===== src/tfl_pkg.sv =====
// Purpose: constants and types of the thermistor and undervoltage fault logic
// Assumes: 25 MHz clock, common 10 ms timebase tick
// Notes: all tick counts except the UVDLY_RST reset value derive from times in milliseconds
package tfl_pkg;
  localparam int CLK_HZ = 25_000_000;
  localparam int TICK_MS = 10;
  localparam int TICK_CYC = CLK_HZ / 1000 * TICK_MS;
  localparam int REL_MS = 200;
  localparam int PERIOD_MS = 4000;
  localparam int UV_SD_MS = 8000;
  localparam int CHECK_MS = 250;
  localparam int SLOT_W = 9;
  localparam int CNT_W = 16;
  localparam logic [SLOT_W-1:0] REL_TICKS = SLOT_W'(REL_MS / TICK_MS);
  localparam logic [SLOT_W-1:0] PERIOD_TICKS = SLOT_W'(PERIOD_MS / TICK_MS);
  localparam logic [SLOT_W-1:0] CHECK_TICKS = SLOT_W'(CHECK_MS / TICK_MS);
  localparam logic [CNT_W-1:0] UV_SD_TICKS = CNT_W'(UV_SD_MS / TICK_MS);
  localparam logic [CNT_W-1:0] CNT_MAX = 16'hFFFF;
  // register map, word indexes decoded from address bits 3:2
  localparam int AXI_AW = 4;
  localparam logic [1:0] IDX_CTRL = 2'h0;
  localparam logic [1:0] IDX_UVDLY = 2'h1;
  localparam logic [1:0] IDX_STAT = 2'h2;
  localparam int CTRL_W = 5;
  localparam int CB_OVTS = 0;
  localparam int CB_TDIS = 1;
  localparam int CB_UVREC = 2;
  localparam int CB_UVSD = 3;
  localparam int CB_KEEP = 4;
  localparam logic [CTRL_W-1:0] CTRL_RST = 5'h00;
  localparam logic [CNT_W-1:0] UVDLY_RST = 16'h0032;
  localparam int STAT_W = 10;
  localparam logic [1:0] RESP_OKAY = 2'h0;
  localparam logic [1:0] RESP_SLVERR = 2'h2;
  // synchronised input flags
  localparam int NFLAG = 9;
  localparam int FL_EXT = 0;
  localparam int FL_HOT = 1;
  localparam int FL_OPEN = 2;
  localparam int FL_SHORT = 3;
  localparam int FL_UV = 4;
  localparam int FL_UVOK = 5;
  localparam int FL_LOADOFF = 6;
  localparam int FL_CHARGER = 7;
  localparam int FL_REGOK = 8;
  typedef enum logic [1:0] {ST_PWRUP, ST_ACTIVE, ST_SHUT} tfl_state_e;
endpackage : tfl_pkg


===== src/tfl_tb_if.sv =====
// Purpose: timebase signals from the divider to the fault logic
// Assumes: single mclk domain
// Notes: tick is a one-cycle enable
`timescale 1ns/1ps
interface tfl_tb_if;
  logic tick;
  logic release_win;
  logic check_slot;
  modport src (output tick, output release_win, output check_slot);
  modport dst (input tick, input release_win, input check_slot);
endinterface : tfl_tb_if


===== src/tfl_fault_top.sv =====
// Purpose: thermistor and undervoltage fault logic with AXI4-Lite registers
// Assumes: comparator flags come asynchronously from the analog front end
// Notes: all fault timers count the common timebase tick
//
// Implementation choices: the address map and the AXI4-Lite slave port.
`timescale 1ns/1ps
module tfl_fault_top #(
  parameter int TICK_CYC = tfl_pkg::TICK_CYC
) (
  // clock and reset
  input wire logic mclk,
  input wire logic nrst,
  // axi4-lite write address and data
  input wire logic [tfl_pkg::AXI_AW-1:0] s_axi_awaddr,
  input wire logic s_axi_awvalid,
  output logic s_axi_awready,
  input wire logic [31:0] s_axi_wdata,
  input wire logic [3:0] s_axi_wstrb,
  input wire logic s_axi_wvalid,
  output logic s_axi_wready,
  // axi4-lite write response
  output logic [1:0] s_axi_bresp,
  output logic s_axi_bvalid,
  input wire logic s_axi_bready,
  // axi4-lite read
  input wire logic [tfl_pkg::AXI_AW-1:0] s_axi_araddr,
  input wire logic s_axi_arvalid,
  output logic s_axi_arready,
  output logic [31:0] s_axi_rdata,
  output logic [1:0] s_axi_rresp,
  output logic s_axi_rvalid,
  input wire logic s_axi_rready,
  // comparator flags from the analog front end
  input wire logic sense_above_ext_bias,
  input wire logic sense_below_hot,
  input wire logic sense_open_or_cold,
  input wire logic sense_shorted,
  input wire logic cell_below_uv,
  input wire logic cells_above_uv_hyst,
  input wire logic load_removed,
  input wire logic charger_sense,
  input wire logic regulator_ready,
  input wire logic overvolt_fault,
  // pin controls
  output logic charge_gate,
  output logic discharge_gate,
  output logic thermistor_bias_out,
  output logic thermistor_pulldown_oe,
  output logic regulator_en
);
  tfl_tb_if tb ();

  tfl_timebase #(.TICK_CYC(TICK_CYC)) u_tb (
    .mclk(mclk),
    .nrst(nrst),
    .tb(tb)
  );

  // register decode shared by read and write paths
  function automatic logic [2:0] f_dec(
    input logic [tfl_pkg::AXI_AW-1:0] addr
  );
    logic [1:0] idx;
    idx = addr[3:2];
    f_dec = {idx <= tfl_pkg::IDX_STAT, idx};
  endfunction : f_dec

  // flag synchroniser: stage one feeds stage two only
  logic [tfl_pkg::NFLAG-1:0] raw_flags;
  logic [tfl_pkg::NFLAG-1:0] sync1_q, sync2_q, flag_q;
  assign raw_flags = {regulator_ready, charger_sense, load_removed,
                      cells_above_uv_hyst, cell_below_uv, sense_shorted,
                      sense_open_or_cold, sense_below_hot,
                      sense_above_ext_bias};

  always_ff @(posedge mclk) begin
    if (!nrst) begin
      sync1_q <= '0;
      sync2_q <= '0;
      flag_q <= '0;
    end else begin
      sync1_q <= raw_flags;
      sync2_q <= sync1_q;
      flag_q <= sync2_q;
    end
  end

  logic ovf_s1_q, ovf_s2_q;
  always_ff @(posedge mclk) begin
    if (!nrst) begin
      ovf_s1_q <= 1'b0;
      ovf_s2_q <= 1'b0;
    end else begin
      ovf_s1_q <= overvolt_fault;
      ovf_s2_q <= ovf_s1_q;
    end
  end

  // axi4-lite slave
  logic aw_ok_q, aw_ok_d, w_ok_q, w_ok_d;
  logic [tfl_pkg::AXI_AW-1:0] awaddr_q, awaddr_d;
  logic [31:0] wdata_q, wdata_d;
  logic [3:0] wstrb_q, wstrb_d;
  logic bvalid_q, bvalid_d, rvalid_q, rvalid_d;
  logic [1:0] bresp_q, bresp_d, rresp_q, rresp_d;
  logic [31:0] rdata_q, rdata_d;
  logic [tfl_pkg::CTRL_W-1:0] ctrl_q, ctrl_d;
  logic [tfl_pkg::CNT_W-1:0] uvdly_q, uvdly_d;
  logic [tfl_pkg::STAT_W-1:0] status;
  logic [2:0] wdec, rdec;

  assign s_axi_awready = !aw_ok_q && !bvalid_q;
  assign s_axi_wready = !w_ok_q && !bvalid_q;
  assign s_axi_arready = !rvalid_q;

  always_comb begin
    aw_ok_d = aw_ok_q;
    w_ok_d = w_ok_q;
    awaddr_d = awaddr_q;
    wdata_d = wdata_q;
    wstrb_d = wstrb_q;
    bvalid_d = bvalid_q;
    bresp_d = bresp_q;
    rvalid_d = rvalid_q;
    rresp_d = rresp_q;
    rdata_d = rdata_q;
    ctrl_d = ctrl_q;
    uvdly_d = uvdly_q;
    if (bvalid_q && s_axi_bready) begin
      bvalid_d = 1'b0;
    end
    if (s_axi_awvalid && s_axi_awready) begin
      aw_ok_d = 1'b1;
      awaddr_d = s_axi_awaddr;
    end
    if (s_axi_wvalid && s_axi_wready) begin
      w_ok_d = 1'b1;
      wdata_d = s_axi_wdata;
      wstrb_d = s_axi_wstrb;
    end
    wdec = f_dec(awaddr_d);
    if (aw_ok_d && w_ok_d && !bvalid_q) begin
      aw_ok_d = 1'b0;
      w_ok_d = 1'b0;
      bvalid_d = 1'b1;
      bresp_d = wdec[2] ? tfl_pkg::RESP_OKAY : tfl_pkg::RESP_SLVERR;
      if (wdec == {1'b1, tfl_pkg::IDX_CTRL} && wstrb_d[0]) begin
        ctrl_d = wdata_d[tfl_pkg::CTRL_W-1:0];
      end
      if (wdec == {1'b1, tfl_pkg::IDX_UVDLY}) begin
        if (wstrb_d[0]) begin
          uvdly_d[7:0] = wdata_d[7:0];
        end
        if (wstrb_d[1]) begin
          uvdly_d[15:8] = wdata_d[15:8];
        end
      end
    end
    if (rvalid_q && s_axi_rready) begin
      rvalid_d = 1'b0;
    end
    rdec = f_dec(s_axi_araddr);
    if (s_axi_arvalid && s_axi_arready) begin
      rvalid_d = 1'b1;
      rresp_d = rdec[2] ? tfl_pkg::RESP_OKAY : tfl_pkg::RESP_SLVERR;
      case (rdec)
        {1'b1, tfl_pkg::IDX_CTRL}: rdata_d = 32'(ctrl_q);
        {1'b1, tfl_pkg::IDX_UVDLY}: rdata_d = 32'(uvdly_q);
        {1'b1, tfl_pkg::IDX_STAT}: rdata_d = 32'(status);
        default: rdata_d = 32'h00000000;
      endcase
    end
  end

  always_ff @(posedge mclk) begin
    if (!nrst) begin
      aw_ok_q <= 1'b0;
      w_ok_q <= 1'b0;
      awaddr_q <= '0;
      wdata_q <= 32'h00000000;
      wstrb_q <= 4'h0;
      bvalid_q <= 1'b0;
      bresp_q <= tfl_pkg::RESP_OKAY;
      rvalid_q <= 1'b0;
      rresp_q <= tfl_pkg::RESP_OKAY;
      rdata_q <= 32'h00000000;
      ctrl_q <= tfl_pkg::CTRL_RST;
      uvdly_q <= tfl_pkg::UVDLY_RST;
    end else begin
      aw_ok_q <= aw_ok_d;
      w_ok_q <= w_ok_d;
      awaddr_q <= awaddr_d;
      wdata_q <= wdata_d;
      wstrb_q <= wstrb_d;
      bvalid_q <= bvalid_d;
      bresp_q <= bresp_d;
      rvalid_q <= rvalid_d;
      rresp_q <= rresp_d;
      rdata_q <= rdata_d;
      ctrl_q <= ctrl_d;
      uvdly_q <= uvdly_d;
    end
  end

  assign s_axi_bvalid = bvalid_q;
  assign s_axi_bresp = bresp_q;
  assign s_axi_rvalid = rvalid_q;
  assign s_axi_rresp = rresp_q;
  assign s_axi_rdata = rdata_q;

  // fault state
  tfl_pkg::tfl_state_e st_q, st_d;
  logic hot_q, hot_d, open_q, open_d, short_q, short_d;
  logic uvf_q, uvf_d, cgate_q, cgate_d, dgate_q, dgate_d;
  logic bias_q, bias_d, pd_q, pd_d, reg_q, reg_d, chpres_q, chpres_d;
  logic [tfl_pkg::CNT_W-1:0] uv_cnt_q, uv_cnt_d, sd_cnt_q, sd_cnt_d;
  logic tick, sample, ext_bias, recover;

  assign tick = tb.tick;
  assign ext_bias = flag_q[tfl_pkg::FL_EXT];
  // no temperature sample while our own pulldown forces the line to ground
  assign sample = tick && tb.check_slot && !pd_q &&
                  !ctrl_q[tfl_pkg::CB_TDIS] && st_q == tfl_pkg::ST_ACTIVE;
  assign recover = flag_q[tfl_pkg::FL_UVOK] &&
                   (!ctrl_q[tfl_pkg::CB_UVREC] ||
                    flag_q[tfl_pkg::FL_LOADOFF]);
  assign status = {dgate_q, cgate_q, ext_bias, chpres_q, pd_q,
                   st_q == tfl_pkg::ST_SHUT, uvf_q, short_q, open_q, hot_q};

  always_comb begin
    st_d = st_q;
    hot_d = hot_q;
    open_d = open_q;
    short_d = short_q;
    uvf_d = uvf_q;
    uv_cnt_d = uv_cnt_q;
    sd_cnt_d = sd_cnt_q;
    chpres_d = chpres_q;
    // sense pulled low only with the signalling bit, monitor bit ignored
    pd_d = ctrl_q[tfl_pkg::CB_OVTS] && ovf_s2_q &&
           !tb.release_win;
    if (!pd_q) begin
      chpres_d = flag_q[tfl_pkg::FL_CHARGER];
    end
    if (sample) begin
      hot_d = flag_q[tfl_pkg::FL_HOT];
      open_d = flag_q[tfl_pkg::FL_OPEN];
      short_d = flag_q[tfl_pkg::FL_SHORT];
    end
    if (!flag_q[tfl_pkg::FL_UV]) begin
      uv_cnt_d = '0;
    end else if (tick && uv_cnt_q != tfl_pkg::CNT_MAX) begin
      uv_cnt_d = uv_cnt_q + 16'h0001;
    end
    if (uv_cnt_q > uvdly_q) begin
      uvf_d = 1'b1;
    end else if (uvf_q && recover) begin
      uvf_d = 1'b0;
    end
    if (!uvf_q || flag_q[tfl_pkg::FL_UVOK]) begin
      sd_cnt_d = '0;
    end else if (tick && sd_cnt_q != tfl_pkg::CNT_MAX) begin
      sd_cnt_d = sd_cnt_q + 16'h0001;
    end
    case (st_q)
      tfl_pkg::ST_PWRUP: begin
        if (flag_q[tfl_pkg::FL_REGOK]) begin
          st_d = tfl_pkg::ST_ACTIVE;
        end
      end
      tfl_pkg::ST_ACTIVE: begin
        if (sample && flag_q[tfl_pkg::FL_SHORT]) begin
          st_d = tfl_pkg::ST_SHUT;
        end
        if (ctrl_q[tfl_pkg::CB_UVSD] &&
            sd_cnt_q > tfl_pkg::UV_SD_TICKS) begin
          st_d = tfl_pkg::ST_SHUT;
        end
      end
      tfl_pkg::ST_SHUT: begin
        // a sense already high on entry counts as insertion at once, no edge is needed
        if (chpres_q && !pd_q) begin
          st_d = tfl_pkg::ST_PWRUP;
          short_d = 1'b0;
          uvf_d = 1'b0;
          open_d = 1'b0;
          hot_d = 1'b0;
        end
      end
      default: st_d = tfl_pkg::ST_PWRUP;
    endcase
    reg_d = st_d != tfl_pkg::ST_SHUT || ctrl_q[tfl_pkg::CB_KEEP];
    cgate_d = reg_d && st_d == tfl_pkg::ST_ACTIVE &&
              !hot_d && !open_d && !short_d && !uvf_d;
    dgate_d = cgate_d;
    bias_d = tb.check_slot && !ext_bias && !pd_d &&
             !ctrl_q[tfl_pkg::CB_TDIS] &&
             st_d == tfl_pkg::ST_ACTIVE;
  end

  always_ff @(posedge mclk) begin
    if (!nrst) begin
      st_q <= tfl_pkg::ST_PWRUP;
      hot_q <= 1'b0;
      open_q <= 1'b0;
      short_q <= 1'b0;
      uvf_q <= 1'b0;
      uv_cnt_q <= '0;
      sd_cnt_q <= '0;
      chpres_q <= 1'b0;
      pd_q <= 1'b0;
      reg_q <= 1'b1;
      cgate_q <= 1'b0;
      dgate_q <= 1'b0;
      bias_q <= 1'b0;
    end else begin
      st_q <= st_d;
      hot_q <= hot_d;
      open_q <= open_d;
      short_q <= short_d;
      uvf_q <= uvf_d;
      uv_cnt_q <= uv_cnt_d;
      sd_cnt_q <= sd_cnt_d;
      chpres_q <= chpres_d;
      pd_q <= pd_d;
      reg_q <= reg_d;
      cgate_q <= cgate_d;
      dgate_q <= dgate_d;
      bias_q <= bias_d;
    end
  end

  assign charge_gate = cgate_q;
  assign discharge_gate = dgate_q;
  assign thermistor_bias_out = bias_q;
  assign thermistor_pulldown_oe = pd_q;
  assign regulator_en = reg_q;
endmodule : tfl_fault_top


===== src/tfl_timebase.sv =====
// Purpose: common low-rate tick and the 4 s sampling frame
// Assumes: synchronous active-low reset
// Notes: release window is the first 200 ms of each 4 s frame
`timescale 1ns/1ps
module tfl_timebase #(
  parameter int TICK_CYC = tfl_pkg::TICK_CYC
) (
  // clock and reset
  input wire logic mclk,
  input wire logic nrst,
  // timebase out
  tfl_tb_if.src tb
);
  localparam logic [17:0] DIV_LAST = 18'(TICK_CYC - 1);
  logic [17:0] div_q, div_d;
  logic [tfl_pkg::SLOT_W-1:0] slot_q, slot_d;
  logic tick_q, tick_d;

  always_comb begin
    div_d = div_q + 18'h00001;
    slot_d = slot_q;
    tick_d = 1'b0;
    if (div_q == DIV_LAST) begin
      div_d = 18'h00000;
      tick_d = 1'b1;
      slot_d = slot_q + 9'h001;
      if (slot_q == tfl_pkg::PERIOD_TICKS - 9'h001) begin
        slot_d = 9'h000;
      end
    end
  end

  always_ff @(posedge mclk) begin
    if (!nrst) begin
      div_q <= 18'h00000;
      slot_q <= 9'h000;
      tick_q <= 1'b0;
    end else begin
      div_q <= div_d;
      slot_q <= slot_d;
      tick_q <= tick_d;
    end
  end

  assign tb.tick = tick_q;
  assign tb.release_win = slot_q < tfl_pkg::REL_TICKS;
  assign tb.check_slot = (slot_q % tfl_pkg::CHECK_TICKS) == 9'h000;
endmodule : tfl_timebase


===== config.mk =====
export PLATFORM = sky130hd
export DESIGN_NAME = tfl_fault_top
export DESIGN_NICKNAME = d
export VERILOG_FILES = /design/src/tfl_pkg.sv /design/src/tfl_tb_if.sv /design/src/tfl_fault_top.sv /design/src/tfl_timebase.sv
export SDC_FILE = /design/constraint.sdc
export NUM_CORES = 1
export LEC_CHECK = 0
export BUFFER_PORTS_ARGS = -buffer_cell sky130_fd_sc_hd__buf_2
export CAP_MARGIN = 15
export CORE_ASPECT_RATIO = 0.75
export CORE_MARGIN = 2
export CORE_UTILIZATION = 58
export CTS_CLUSTER_SIZE = 20
export DETAILED_ROUTE_END_ITERATION = 7
export PLACE_DENSITY = 0.85
export RECOVER_POWER = 25
export REMOVE_ABC_BUFFERS = 1
export SLEW_MARGIN = 20
export SYNTH_ARGS = -nofsm -noshare
export SYNTH_HDL_FRONTEND = slang
export SYNTH_SLANG_ARGS = --single-unit

===== constraint.sdc =====
create_clock -name mclk -period 5 [get_ports mclk]
set_clock_uncertainty 0.05 [all_clocks]
set_input_delay 0.5 -clock mclk [delete_from_list [all_inputs] [get_ports mclk]]
set_output_delay 0.5 -clock mclk [all_outputs]
set_load 0.05 [all_outputs]

Word-level counts from Yosys, hierarchy flattened. Cells that the tools add are included.

Add/subtract/negate cells: 4. Divide/modulo/power cells: 1. Order comparisons: 5. Equality and inequality tests: 13. Mux-type cells: 32. Bitwise operators: 1. Reductions and logical operators: 61.

Operators by type and width (number): 16-bit one-hot mux with 3 select lines (1); 16-bit by 1-bit adder with 16-bit output, second input constant (2); 1-bit logical AND (32); 16-bit inequality test, second input constant (2); 1-bit 2-to-1 mux (20); 18-bit by 1-bit adder with 18-bit output, second input constant (1); 18-bit equality test, second input constant (1); 16-bit by 10-bit > comparator with 1-bit output, second input constant (1); 16-bit > comparator (1); 16-bit 2-to-1 mux (1); 3-bit equality test, second input constant (5); 1-bit logical NOT (15); 2-bit 2-to-1 mux (7); 9-bit by 1-bit adder with 9-bit output, second input constant (1); 9-bit equality test, second input constant (1); 9-bit logical NOT (1); 9-bit by 5-bit less-than comparator with 1-bit output, second input constant (1); 9-bit by 5-bit modulo with 9-bit output, second input constant (1); 9-bit 2-to-1 mux (1); 2-bit one-hot mux with 3 select lines (1); 3-bit AND reduction (2); 2-bit OR reduction (3); 2-bit by 1-bit equality test with 1-bit output, second input constant (2); 2-bit <= comparator, second input constant (2); other kinds (8) (12).

Flip-flop bits (word level): 183. Input bits: 61. Output and inout bits: 46. Logic and storage cells: 151.

Logic depth before layout (Yosys ltp). Gate-level depths: netlist (run 1).

Depth in word-level cells: 17. Gate-level depth with buffers: 18. Depth with buffers taken out: 15.

Hierarchy. Synthesis (run 1) repeated with hierarchy kept, for this count alone.

Cells, all modules: 897. Area total of the unflattened synthesis: 7833.8 um^2.

Modules (own cells, without submodules): tfl_fault_top (times used 1, cells each 638, area each 5779.3 um^2, sequential area each 2702.6 um^2); tfl_timebase (times used 1, cells each 259, area each 2054.5 um^2, sequential area each 560.5 um^2).

Worst setup path after synthesis (run 1). OpenSTA, ideal clock, no wires.

Path kind: flip-flop to flip-flop. From: reg u_tb.slot_q[3] (netlist bit). To: reg dgate_q, in the netlist discharge_gate. Setup time: 0.088 ns. Arrival: 3.453 ns. Path slack: 1.409 ns. Cell stages (with the launch flop): 19. Period minus slack after synthesis: 3.591 ns. Path through: dfxtp_1 -> clkbuf_1 -> clkbuf_1 -> buf_1 -> a21bo_2 -> a21oi_1 -> o21ai_0 -> nand2_1 -> a32oi_1 -> inv_1 -> ha_1 -> nor3_1 -> o21a_1 -> o31ai_1 -> or2_2 -> a21oi_1 -> o221a_2 -> nand3_1 -> a311oi_2.

Longest elaborated chain between the ends: 17.

Ends and longest elaborated chain: from (decl) (RTL line tfl_timebase.sv:16) `logic [tfl_pkg::SLOT_W-1:0] slot_q, slot_d;`; from (signal assigned) (RTL line tfl_timebase.sv:40) `slot_q <= slot_d;`; 9-bit by 5-bit modulo with 9-bit output (*) (RTL line tfl_timebase.sv:47) `assign tb.check_slot = (slot_q % tfl_pkg::CHECK_TICKS) == 9'h000;`; 9-bit logical NOT (*) (RTL line tfl_timebase.sv:47); 1-bit logical AND (*) (3 in series) (RTL line tfl_fault_top.sv:222) `assign sample = tick && tb.check_slot && !pd_q &&`; 1-bit logical AND (*) (RTL line tfl_fault_top.sv:223) `!ctrl_q[tfl_pkg::CB_TDIS] && st_q == tfl_pkg::ST_ACTIVE;`; 1-bit logical AND (RTL line tfl_fault_top.sv:272) `if (sample && flag_q[tfl_pkg::FL_SHORT]) begin`; 2-bit 2-to-1 mux (RTL line tfl_fault_top.sv:272); 2-bit 2-to-1 mux (RTL line tfl_fault_top.sv:275) `if (ctrl_q[tfl_pkg::CB_UVSD] &&`; 2-bit one-hot mux with 3 select lines (RTL line tfl_fault_top.sv:265) `case (st_q)`; 2-bit inequality test (RTL line tfl_fault_top.sv:292) `reg_d = st_d != tfl_pkg::ST_SHUT || ctrl_q[tfl_pkg::CB_KEEP];`; 1-bit logical OR (RTL line tfl_fault_top.sv:292); 1-bit logical AND (2 in series) (RTL line tfl_fault_top.sv:293) `cgate_d = reg_d && st_d == tfl_pkg::ST_ACTIVE &&`; 1-bit logical AND (RTL line tfl_fault_top.sv:294) `!hot_d && !open_d && !short_d && !uvf_d;`; 1-bit logical AND (*) (2 in series) (RTL line tfl_fault_top.sv:294); to (signal assigned) (RTL line tfl_fault_top.sv:328) `dgate_q <= dgate_d;`; to (decl) (RTL line tfl_fault_top.sv:214) `logic uvf_q, uvf_d, cgate_q, cgate_d, dgate_q, dgate_d;`.

Every way passes the cells marked *; elsewhere a longest branch is shown, timed or not. A chain may end at the register's enable or synchronous reset.

Worst setup path in the final report (run 1).
From: reg u_tb.slot_q[5] (netlist bit). To: reg dgate_q, in the netlist discharge_gate.

Same word-level chain as after synthesis.

==> run summary, run 1 <==
The number of vias per cell came out at 5.68. The number of vias after detailed routing came out at 6318. For this run, the register share of the synthesized area comes to 0.420.

Prior to clock tree synthesis, the placed netlist has a worst setup slack of 1.05 ns. For this configuration, the core starts out at a cell density of 0.597. The placeable core area is 13000 um^2. The areal power density over the cells came out at 336 nW/um^2. The placed instances occupy a cell area of 8100 um^2. The clock passes through at most 2 buffers. The worst path required time came out at 5.29 ns. STA classifies the critical path endpoint as a flip-flop. The via count of the first global-routing pass came out at 5900. The number of violations of the max-capacitance limit is 1. Setup repair after global routing left no endpoint under its margin.

The min-delay analysis places its worst path in the category in -> reg. The number of DRC violations after detailed-routing iteration 0 is 501. The worst setup path is launched from a flip-flop. The die outline area came out at 14300 um^2. Headroom to the max-slew limit came out at -0.299.

The total standard cell area after synthesis is 7770 um^2. The actual slew at the worst max-slew pin came out at 1.95 ns. After technology mapping, the gate count stands at 882.

107 I/O pins were placed. The routed length per instance is 15.3 um. The hold buffer count at CTS is 0. The TritonCTS sink count is 163.

The number of nets still failing antenna checks after routing is 0. The final cell area excluding filler cells is 8710 um^2. The count of input and output buffers is 66. The layout net count is 1014.

The row count came out at 36. The pin count of the biggest net entering global routing came out at 50. The horizontal extent of the die is 138 um. The CTS tree is yes. For the worst-skew pair, the clock arrives at the later sink with an insertion delay of 0.43 ns. The first global-routing pass estimated 28.5 mm of wire. The number of slew-limit violations in the final report came out at 50. The height of the die came out at 104 um. The final clock period utilization by the worst path is 0.811. The maximum clock frequency is 247 MHz. The maximum fanout along the worst path came out at 25. Once the clock tree was built, the resizer swapped 0 gates to a different size. The end-of-flow core utilization came out at 0.669. In the synthesized netlist the async set-or-reset flop fraction comes to 0. The area added between synthesis and finish is 12.1%.

The setup TNS came out at 0 ns. The number of distinct library cells after synthesis is 73. The total global-route track usage is 0.248.

The worst path needs 4.05 ns of the cycle, external delays included. The final global-route overflow total came out at 0. The number of antenna violations at the first check in global routing came out at 2. Once detailed placement completed, the half-perimeter wirelength came to 11.8 mm. The H-tree depth is 4. The largest voltage drop on the vdd net came out at 0.284 mV. The arrival time at the worst endpoint is 4.34 ns. Leaving out fill and tap cells, the most frequent cell in the layout is sky130_fd_sc_hd__dfxtp_1. Wires add up to 17.0 mm.

The synthesized design contains 0 enable-type register cells. The final number of hold-violating endpoints came out at 0. The number of search-and-repair iterations in the first detailed-routing pass is 5. The number of endpoints failing setup at the final stage is 0.

The leakage component of the power is 3.64 nW. In the post-route analysis, the smallest setup slack over all paths is 0.945 ns. The mean area per synthesized cell is 8.81 um^2. The flip-flop cell with the highest count after synthesis is sky130_fd_sc_hd__dfxtp_1. The CTS buffer count is 17.

The completed layout was analyzed and its total power is 2.93 mW. Post-CTS timing repair inserted 0 buffers for setup. After detailed routing, the number of remaining DRC violations is 0. The flow ran to the end, but the final reports show violations.

The share of post-route cells with drive strength above 1 is 0.130. In the layout the commonest cells are sky130_fd_sc_hd__dfxtp_1, sky130_fd_sc_hd__nor2_1, sky130_fd_sc_hd__nand2_1, sky130_fd_sc_hd__buf_2, sky130_fd_sc_hd__inv_1. The clock slew seen by the registers of the worst setup and hold paths is 0.07 ns. The tree is rooted in a sky130_fd_sc_hd__clkbuf_16.

For this run, the number of Yosys warnings is 0. Synthesis inferred 163 register bits. The final reports fail on capacitance limit, slew limit.

By startpoint and endpoint, the worst setup path is classified as reg -> reg. The final weighted congestion in routability-driven placement is 0.887.
stage by stage:
| stage | hold WS [ns] | std cells |
|---|---|---|
| floorplan | 0.352 | 838 |
| global placement | 0.365 | 1080 |
| detailed placement | 0.368 | 1080 |
| CTS | 0.212 | 1112 |
| global route | 0.224 | 1112 |
| finish | 0.219 | 1113 |
path summary, 6_finish.rpt:
kind | start | endpoint | slack, ns | cells past startpoint
setup / recovery | u_tb.slot_q[5] | discharge_gate | 0.95 | 14
hold / removal | overvolt_fault | ovf_s1_q | 0.22 | 2
setup reg to reg | u_tb.slot_q[5] | discharge_gate | 0.95 | 14
hold reg to reg | sync1_q[8] | sync2_q[8] | 0.38 | 1
cell usage after synthesis (all sizes together), types with 4 or more instances:
cell	instances	share of area
o22ai	5	0.0040
o21ai	25	0.016
o221ai	5	0.0073
buf	31	0.026
or4	5	0.0048
ha	25	0.040
and3	13	0.011
and2	44	0.035
o211ai	7	0.0068
a21o	9	0.0087
a211oi	7	0.0068
nand2	63	0.030
o31ai	4	0.0039
nand3b	4	0.0039
nor4	6	0.0068
dfxtp	163	0.42
nand3	26	0.017
xor2	30	0.034
nor3b	4	0.0039
or3	12	0.010
a31oi	4	0.0032
a21oi	26	0.017
mux2i	29	0.037
inv	37	0.018
nor2b	23	0.019
clkbuf	30	0.015
nand2b	7	0.0056
a22oi	7	0.0068
mux2	6	0.0087
o31a	4	0.0045
nor3	13	0.0084
o21a	4	0.0039
nand4	18	0.015
nor2	114	0.055
xnor2	17	0.019
o211a	15	0.020
logic make-up after synthesis:
logic type / count (synthesis) / synth area share
XOR/XNOR: 47 / 0.0530
AND/OR/NAND/NOR: 361 / 0.235
AO/OA/AOI/OAI: 152 / 0.147
buffers and inverters: 98 / 0.0583
other: 1 / 0.000483
multiplexers: 35 / 0.0461
flip-flops: 163 / 0.420
adder cells (fa/ha/maj): 25 / 0.0403
power breakdown:
group | internal, mW | switching (mW)
Sequential | 1.34 | 0.0191
Combinational | 0.0713 | 0.161
Clock | 0.759 | 0.580
flip-flops by register name (all words and copies together) (netlist names), 2 cells and up:
name and cells:
u_tb.div_q 18, sd_cnt_q 16, s_axi_rdata 16, sync1_q 9, uv_cnt_q 16, sync2_q 9, st_q 2, ctrl_q 5
flag_q 9, uvdly_q 16, wdata_q 16, wstrb_q 2, awaddr_q 2, u_tb.slot_q 9
metal layers:
layer / track usage / routed length [um]
met5: 0 / 13
met4: 0.0560 / 201
met3: 0.0716 / 1190
met2: 0.373 / 7580
met1: 0.351 / 8000
final cells by class:
class | count | area, um^2
Clock buffer | 17 | 425
Antenna cell | 1 | 2.50
Multi-Input combinational cell | 638 | 4110
Inverter | 37 | 139
Tap cell | 171 | 214
Clock inverter | 15 | 190
Fill cell | 999 | 4310
Timing Repair Buffer | 71 | 360
Sequential cell | 163 | 3260
critical path, cell delays in order (launching register included):
cell and delay (ns):
sky130_fd_sc_hd__dfxtp_1 0.82, sky130_fd_sc_hd__nor3_1 0.15, sky130_fd_sc_hd__o31ai_1 0.51, sky130_fd_sc_hd__o211ai_1 0.26, sky130_fd_sc_hd__a32oi_1 0.26, sky130_fd_sc_hd__inv_1 0.09
sky130_fd_sc_hd__ha_1 0.21, sky130_fd_sc_hd__nor3_1 0.19, sky130_fd_sc_hd__o21a_1 0.14, sky130_fd_sc_hd__o31ai_1 0.08, sky130_fd_sc_hd__or2_2 0.28, sky130_fd_sc_hd__a21oi_1 0.30
sky130_fd_sc_hd__o221a_2 0.29, sky130_fd_sc_hd__nand3_1 0.10, sky130_fd_sc_hd__a311oi_2 0.25
Power figures use the tool's default switching activity.
==> run 2: changes to the inputs <==
clock period = 3.9 ns   (was 5 ns; I/O delays follow)
==> run 2 against run 1 <==
Net effect:
- the run still ends with capacitance limit, slew limit left
- first-iteration DRC count is 8.0% lower
- register-to-register slack worse by 0.79 ns
- via count is 2.2% higher
- sequential share of layout area is 0.52 points lower
- design area is 1.5% higher
- sequential cell count stayed put
- final cell count is 1.4% higher
- routed wire length is 4.2% higher
- critical path depth is 3 lower
- largest power group unchanged
==> run summary, run 2 (same netlist as run 1, synthesis figures left out) <==
The post-route total power came out at 3.77 mW (+29%). The number of vias after detailed routing came to 6454 (+2.2%). The areal power density over the cells came out at 426 nW/um^2 (+27%). The row count came to 36 (unchanged). The number of antenna violations at the first check in global routing came out at 2 (unchanged). The share of post-route cells with drive strength above 1 is 0.145 (+0.0154). The count of pins on the block boundary is 107 (unchanged). The placeable core area is 13000 um^2 (unchanged). The final clock period utilization by the worst path came to 0.959 (+0.148). The setup TNS is 0 ns (unchanged).

The largest voltage drop on the vdd net came out at 0.335 mV (+18%). The headroom to the max-slew limit is -0.0245 (+0.274). The routed length per instance is 15.7 um (+2.7%). The final number of hold-violating endpoints is 0 (unchanged).

The count of input and output buffers came out at 66 (unchanged). The height of the die came out at 104 um (unchanged). The number of flip-flops in the largest register came out at 18 (unchanged). The initial cell density of the core came out at 0.597 (unchanged).

The number of DRC violations after detailed-routing iteration 0 came out at 461 (-8.0%). The number of cells on the worst hold path came to 2 (unchanged). Setup repair after global routing left no endpoint under its margin. The pin count of the biggest net entering global routing came out at 43 (-14%). The worst hold path terminates at sync1_q[4]. The number of endpoints failing setup at the final stage is 0 (unchanged). In this run the critical register-to-register path is launched from u_tb.slot_q[6]. The horizontal extent of the die is 138 um (unchanged). Compared with the post-synthesis result, the final layout area differs by 13.8%. The tree is rooted in a sky130_fd_sc_hd__clkbuf_16. The number of fill cells in the layout is 992 (-0.70%). The cell count of the worst reg-to-reg path is 11 (-3). The endpoint type of the worst setup path is a flip-flop. The worst register-to-register path ends at thermistor_bias_out. The maximum fanout along the worst path is 10 (-60%).

The number of slew-limit violations in the final report was 43 (-14%). The total wire length is 17.7 mm (+4.2%). The TritonCTS sink count came to 163 (unchanged).

The detailed-route DRC error count is 0 (unchanged). TritonCTS built the clock tree. The total global-route track usage was 0.255 (+0.00775).

The via count of the first global-routing pass came to 6085 (+3.1%). The number of vias per cell was 5.72 (+0.70%). The leakage component of the power is 3.71 nW (+2.0%). The number of nets still failing antenna checks after routing came to 0 (unchanged). The min-delay analysis places its worst path in the category in -> reg. The sequential cell area came out at 3270 um^2 (about the same).

The final reports fail on capacitance limit, slew limit. The post-CTS setup buffer count is 0 (unchanged). The time the final worst path needs with I/O delays and setup is 3.74 ns (-0.314 ns). The worst setup path is launched from a flip-flop.

The global-route wire length before repair is 29.2 mm (+2.5%). The multi-input gate area in the final layout was 4120 um^2 (+0.12%). The layout net count is 1031 (+1.7%). The final weighted congestion in routability-driven placement is 0.893 (+0.68%).

The arrival time at the worst endpoint is 4.02 ns (-0.32 ns). The clock latency at the later pin of the worst-skew pair came out at 0.43 ns (about the same). The final global-route overflow total came to 0 (unchanged). The maximum clock frequency came out at 267 MHz (+8.4%). The placed wire-length estimate came out at 12.2 mm (+3.1%).

The number of violations of the max-capacitance limit came out at 1 (unchanged). The H-tree depth came out at 4 (unchanged). Leaving out fill and tap cells, the most frequent cell in the layout is sky130_fd_sc_hd__dfxtp_1. The die outline area is 14300 um^2 (unchanged). The CTS buffer count was 17 (unchanged). The largest buffer count on any clock path came out at 2 (unchanged).

The number of search-and-repair iterations in the first detailed-routing pass is 5 (unchanged). In the layout the commonest cells are sky130_fd_sc_hd__dfxtp_1, sky130_fd_sc_hd__nor2_1, sky130_fd_sc_hd__nand2_1, sky130_fd_sc_hd__buf_2, sky130_fd_sc_hd__inv_1. More flip-flops sit in one register than any other, and that register is u_tb.div_q. Tracing the worst setup path back leads to its startpoint at u_tb.slot_q[6]. In this run the most critical hold path is launched from cell_below_uv. The clock slew seen by the registers of the worst setup and hold paths is 0.07 ns (about the same). The actual slew at the worst max-slew pin came out at 1.54 ns (-0.412 ns).

The worst path required time came to 4.18 ns (-1.11 ns). The count of inserted antenna diode cells came out at 0 (-1). By startpoint and endpoint, the worst setup path is classified as reg -> reg. The flow ran to the end, but the final reports show violations. The register-to-register setup slack came to 0.16 ns (-0.79 ns).
==> run 2: how the worst max path moves through the flow <==
stage / endpoint / slack (ns) / depth (start not counted)
after floorplan: uvdly_q[10] / 0.41 / 6
after global placement: discharge_gate / 0.30 / 14
after detailed placement: thermistor_bias_out / 0.25 / 14
after CTS: thermistor_bias_out / 0.21 / 11
after global routing: thermistor_bias_out / 0.07 / 11
final: thermistor_bias_out / 0.16 / 11
==> run 2: per-stage QoR <==
step	std cells	hold slack (ns)	worst slack, ns	util	area, um^2
after detailed placement	1097	0.368	0.247	0.632	8230
after floorplan	838	0.352	0.409	-	7520
after CTS	1129	0.108	0.213	0.679	8840
final	1129	0.111	0.159	0.679	8840
after global routing	1129	0.115	0.0667	0.679	8840
after global placement	1097	0.364	0.296	0.632	8230
==> run 2: report_power, final <==
group,total (mW),leakage [nW],switching (mW),internal [mW]
clock network,1.73,0.294,0.752,0.975
logic,0.302,2.09,0.210,0.0917
registers,1.74,1.33,0.0243,1.71
total,3.77,3.71,0.986,2.78
==> run 2: worst max-delay path, stage by stage, from the launching register on <==
cell and delay (ns):
sky130_fd_sc_hd__dfxtp_1 0.39, sky130_fd_sc_hd__buf_4 0.21, sky130_fd_sc_hd__or3_4 0.34, sky130_fd_sc_hd__a32o_1 0.28, sky130_fd_sc_hd__or2_1 0.34, sky130_fd_sc_hd__or4b_1 0.54, sky130_fd_sc_hd__a22o_1 0.28, sky130_fd_sc_hd__and3_4 0.22
sky130_fd_sc_hd__o211a_4 0.24, sky130_fd_sc_hd__o221ai_2 0.24, sky130_fd_sc_hd__a41oi_2 0.21, sky130_fd_sc_hd__nor4_1 0.29
==> run 2: metal layers <==
metal  track usage  up-vias  part of all wire
li1              -     3164                 -
met1         0.355     2998              0.46
met2         0.389      246              0.45
met3        0.0517       44             0.073
met4        0.0987        2             0.024
met5             0        -           0.00073
==> run 2: repair_timing <==
item,4_1_cts,5_1_grt
resized for setup,0,3
hold buffers,0,0
endpoints found under the setup margin,0,7
==> run 2: final cells by class <==
cell class | instances | share of cell area
Timing Repair Buffer | 88 | 0.0548
Multi-Input combinational cell | 638 | 0.466
Clock buffer | 17 | 0.0481
Clock inverter | 15 | 0.0217
Sequential cell | 163 | 0.369
Tap cell | 171 | 0.0242
Inverter | 37 | 0.0157
==> run 3: changes to the inputs <==
CORE_ASPECT_RATIO = 0.5   (was 0.75)
clock period = 3.5 ns   (was 3.9 ns; I/O delays follow)
==> run 3 against run 2 <==
Net effect:
- the flow now finishes without violations
- final cell count grew 0.44%
- setup slack worse by 0.048 ns
- clock power grew 9%
- critical path depth is 1 lower
- critical path type unchanged
- critical endpoint unchanged
- largest cell class unchanged
- highest routed layer is now met4
==> run summary, run 3 (same netlist as run 1, synthesis figures left out) <==
The actual slew at the worst max-slew pin came out at 1.06 ns (-0.472 ns). The number of violations of the max-capacitance limit came out at 0 (-1). The clock latency at the later pin of the worst-skew pair is 0.43 ns (about the same). The arrival time at the worst endpoint is 3.67 ns (-0.35 ns). The hold buffer count at CTS is 0 (unchanged).

The initial cell density of the core is 0.603 (+0.00632). The worst hold margin is 0.0681 ns (-0.0432 ns). The end-of-flow core utilization came out at 0.698 (+0.0195). The CTS tree is yes. The startpoint identified for the worst register-to-register timing path is u_tb.slot_q[4]. The final clock period utilization by the worst path came to 0.968 (+0.00890). The global routing stage identified its most utilized layer as met2. The number of vias after detailed routing came out at 6472 (+0.28%). The TritonCTS sink count came out at 163 (unchanged). Clock tree synthesis selected as its root buffer the cell sky130_fd_sc_hd__clkbuf_16. The startpoint of the worst hold path is sense_open_or_cold.

The routed length per instance came to 15.8 um (+1.0%). The row count came out at 29 (-19%). The CTS buffer count is 17 (unchanged). The met3 track utilization from global routing came out at 0.0503 (-0.00136). The worst setup path is of the reg -> reg kind. Leaving out fill and tap cells, the most frequent cell in the layout is sky130_fd_sc_hd__dfxtp_1. The worst path required time came out at 3.78 ns (-0.40 ns).

In the layout the commonest cells are sky130_fd_sc_hd__dfxtp_1, sky130_fd_sc_hd__nor2_1, sky130_fd_sc_hd__nand2_1, sky130_fd_sc_hd__buf_2, sky130_fd_sc_hd__inv_1. The largest buffer count on any clock path is 2 (unchanged). The number of search-and-repair iterations in the first detailed-routing pass came to 5 (unchanged).

The slowest cell on the critical path is sky130_fd_sc_hd__or4b_1. The clock slew seen by the registers of the worst setup and hold paths came to 0.07 ns (about the same). The cell count of the worst reg-to-reg path is 10 (-1). The setup TNS came out at 0 ns (unchanged). The worst stage delay on the critical path came out at 0.53 ns (about the same). The leakage component of the power was 3.77 nW (+1.6%). The die outline area is 14400 um^2 (+0.33%).

The share of post-route cells with drive strength above 1 is 0.168 (+0.0230). The family of cells with the greatest summed delay on the critical path is simple AND/OR/NAND/NOR gates. The register with the most flip-flops in the final layout is u_tb.div_q.

The fraction of met2 tracks used by global routing is 0.460 (+0.0711). The count of buffer and inverter cells on the critical path is 0 (-1). The number of nets still failing antenna checks after routing is 0 (unchanged). The worst setup path is launched from a flip-flop. The register-to-register setup slack came to 0.11 ns (-0.05 ns). The detailed-route DRC error count is 0 (unchanged).

The tightest min-delay check is of the in -> reg type. The endpoint identified for the worst register-to-register timing path is thermistor_bias_out. The time the final worst path needs with I/O delays and setup is 3.39 ns (-0.352 ns). The layout net count came to 1039 (+0.78%). The height of the die came to 85.8 um (-18%). The final global-route overflow total is 0 (unchanged). The horizontal extent of the die came to 168 um (+22%). The count of pins on the block boundary was 107 (unchanged). The area added between synthesis and finish came out at 15.9%. The number of flip-flops in the largest register was 18 (unchanged). The number of DRC violations after detailed-routing iteration 0 came out at 456 (-1.1%). The placed wire-length estimate came out at 12.2 mm (+0.37%). The flow ran to the end, and the final reports show no timing, DRC or antenna violations. The number of fill cells in the layout came out at 901 (-9.2%). The headroom to the max-slew limit is 0.290 (+0.315). The global-route wire length before repair is 29.2 mm (unchanged). The via count of the first global-routing pass was 6327 (+4.0%). The worst setup path is captured at a flip-flop. The number of cells on the worst hold path was 2 (unchanged). The global-route met1 utilization came out at 0.298 (-0.0577). The maximum fanout along the worst path is 7 (-3). The count of input and output buffers is 66 (unchanged). The number of antenna violations at the first check in global routing is 0 (-2).

The maximum clock frequency came to 295 MHz (+10%). The total wire length came out at 18.0 mm (+1.5%). The final number of hold-violating endpoints is 0 (unchanged). The areal power density over the cells is 462 nW/um^2 (+8.4%).

Setup repair after global routing could not meet its margin everywhere. The H-tree depth is 4 (unchanged). The pin count of the biggest net entering global routing is 37 (-14%). The number of vias per cell is 5.71 (-0.16%). The total global-route track usage is 0.252 (-0.00371). The number of endpoints failing setup at the final stage came to 0 (unchanged).

The number of slew-limit violations in the final report came out at 0 (-100%). Walking the worst path, the cells encountered are or3_4, a32o_2, or2_1, or4b_1, a22o_1, and3_4, o211a_4, o221ai_2, a41oi_2, nor4_1. The count of inserted antenna diode cells is 0 (unchanged).

The largest voltage drop on the vdd net is 0.348 mV (+3.7%). The worst hold path terminates at sync1_q[2]. The final weighted congestion in routability-driven placement is 0.914 (+2.3%). The placeable core area came out at 12900 um^2 (-1.0%).
==> run 3: changes by cell type in the layout (fill, tap and decap cells not counted), moves of 2 or more <==
cell and change:
sky130_fd_sc_hd__dfxtp_1 -4, sky130_fd_sc_hd__clkinv_4 +2, sky130_fd_sc_hd__and2_0 -4, sky130_fd_sc_hd__clkinv_8 -2
sky130_fd_sc_hd__dfxtp_4 +3, sky130_fd_sc_hd__inv_8 -4, sky130_fd_sc_hd__buf_4 +4, sky130_fd_sc_hd__buf_6 +3
sky130_fd_sc_hd__nor2b_1 -2, sky130_fd_sc_hd__and2_1 +4
==> run 3: worst max path at each step <==
stage | startpoint | endpoint | slack (ns) | cells past startpoint
after floorplan | s_axi_bvalid | uvdly_q[10] | 0.009 | 6
after global placement | u_tb.slot_q[3] | thermistor_bias_out | 0.09 | 15
after detailed placement | u_tb.slot_q[3] | discharge_gate | -0.05 | 12
after CTS | u_tb.slot_q[4] | thermistor_bias_out | 0.004 | 11
after global routing | u_tb.slot_q[6] | discharge_gate | -0.01 | 15
final | u_tb.slot_q[4] | thermistor_bias_out | 0.11 | 10
==> run 3: per-layer routing <==
metal / up-vias / routed length [um]
met5: - / 0
met4: 0 / 327
met3: 30 / 735
met2: 172 / 8940
met1: 3109 / 7950
li1: 3161 / -
==> run 3: worst register-to-register path, delay by kind of cell, from the launching register on <==
kind            cells  cell delay, ns
compound gates      5            1.21
flops               1            0.37
simple gates        5            1.67
==> run 3: where the power goes <==
| part | switching (mW) | total, mW | internal [mW] |
|---|---|---|---|
| clock network | 0.764 | 1.88 | 1.12 |
| logic | 0.235 | 0.338 | 0.103 |
| registers | 0.0274 | 1.94 | 1.91 |
| total | 1.03 | 4.15 | 3.13 |
==> run 3: cell type report <==
class | instances | area, um^2 | area share
Clock buffer | 18 | 429 | 0.0477
Clock inverter | 12 | 158 | 0.0175
Multi-Input combinational cell | 638 | 4210 | 0.468
Inverter | 37 | 139 | 0.0154
Tap cell | 170 | 213 | 0.0236
Sequential cell | 163 | 3280 | 0.364
Timing Repair Buffer | 96 | 568 | 0.0631
==> run 3: stage by stage <==
step / setup slack, ns / instance area [um^2] / power [mW] / std cells
after floorplan: 0.00935 / 7520 / 2.21 / 838
after global placement: 0.0923 / 8280 / 2.30 / 1102
after detailed placement: -0.0512 / 8280 / 2.31 / 1102
after CTS: 0.00445 / 8880 / 4.17 / 1132
after global routing: -0.0138 / 9000 / 4.27 / 1134
final: 0.112 / 9000 / 4.15 / 1134
==> run 3: timing repair <==
item                                    in CTS  in global routing
buffers inserted                             0                  2
endpoints found under the setup margin       7                  8
hold endpoints to repair                     0                  0
resized for setup                            3                 28
pin swaps                                    0                  7
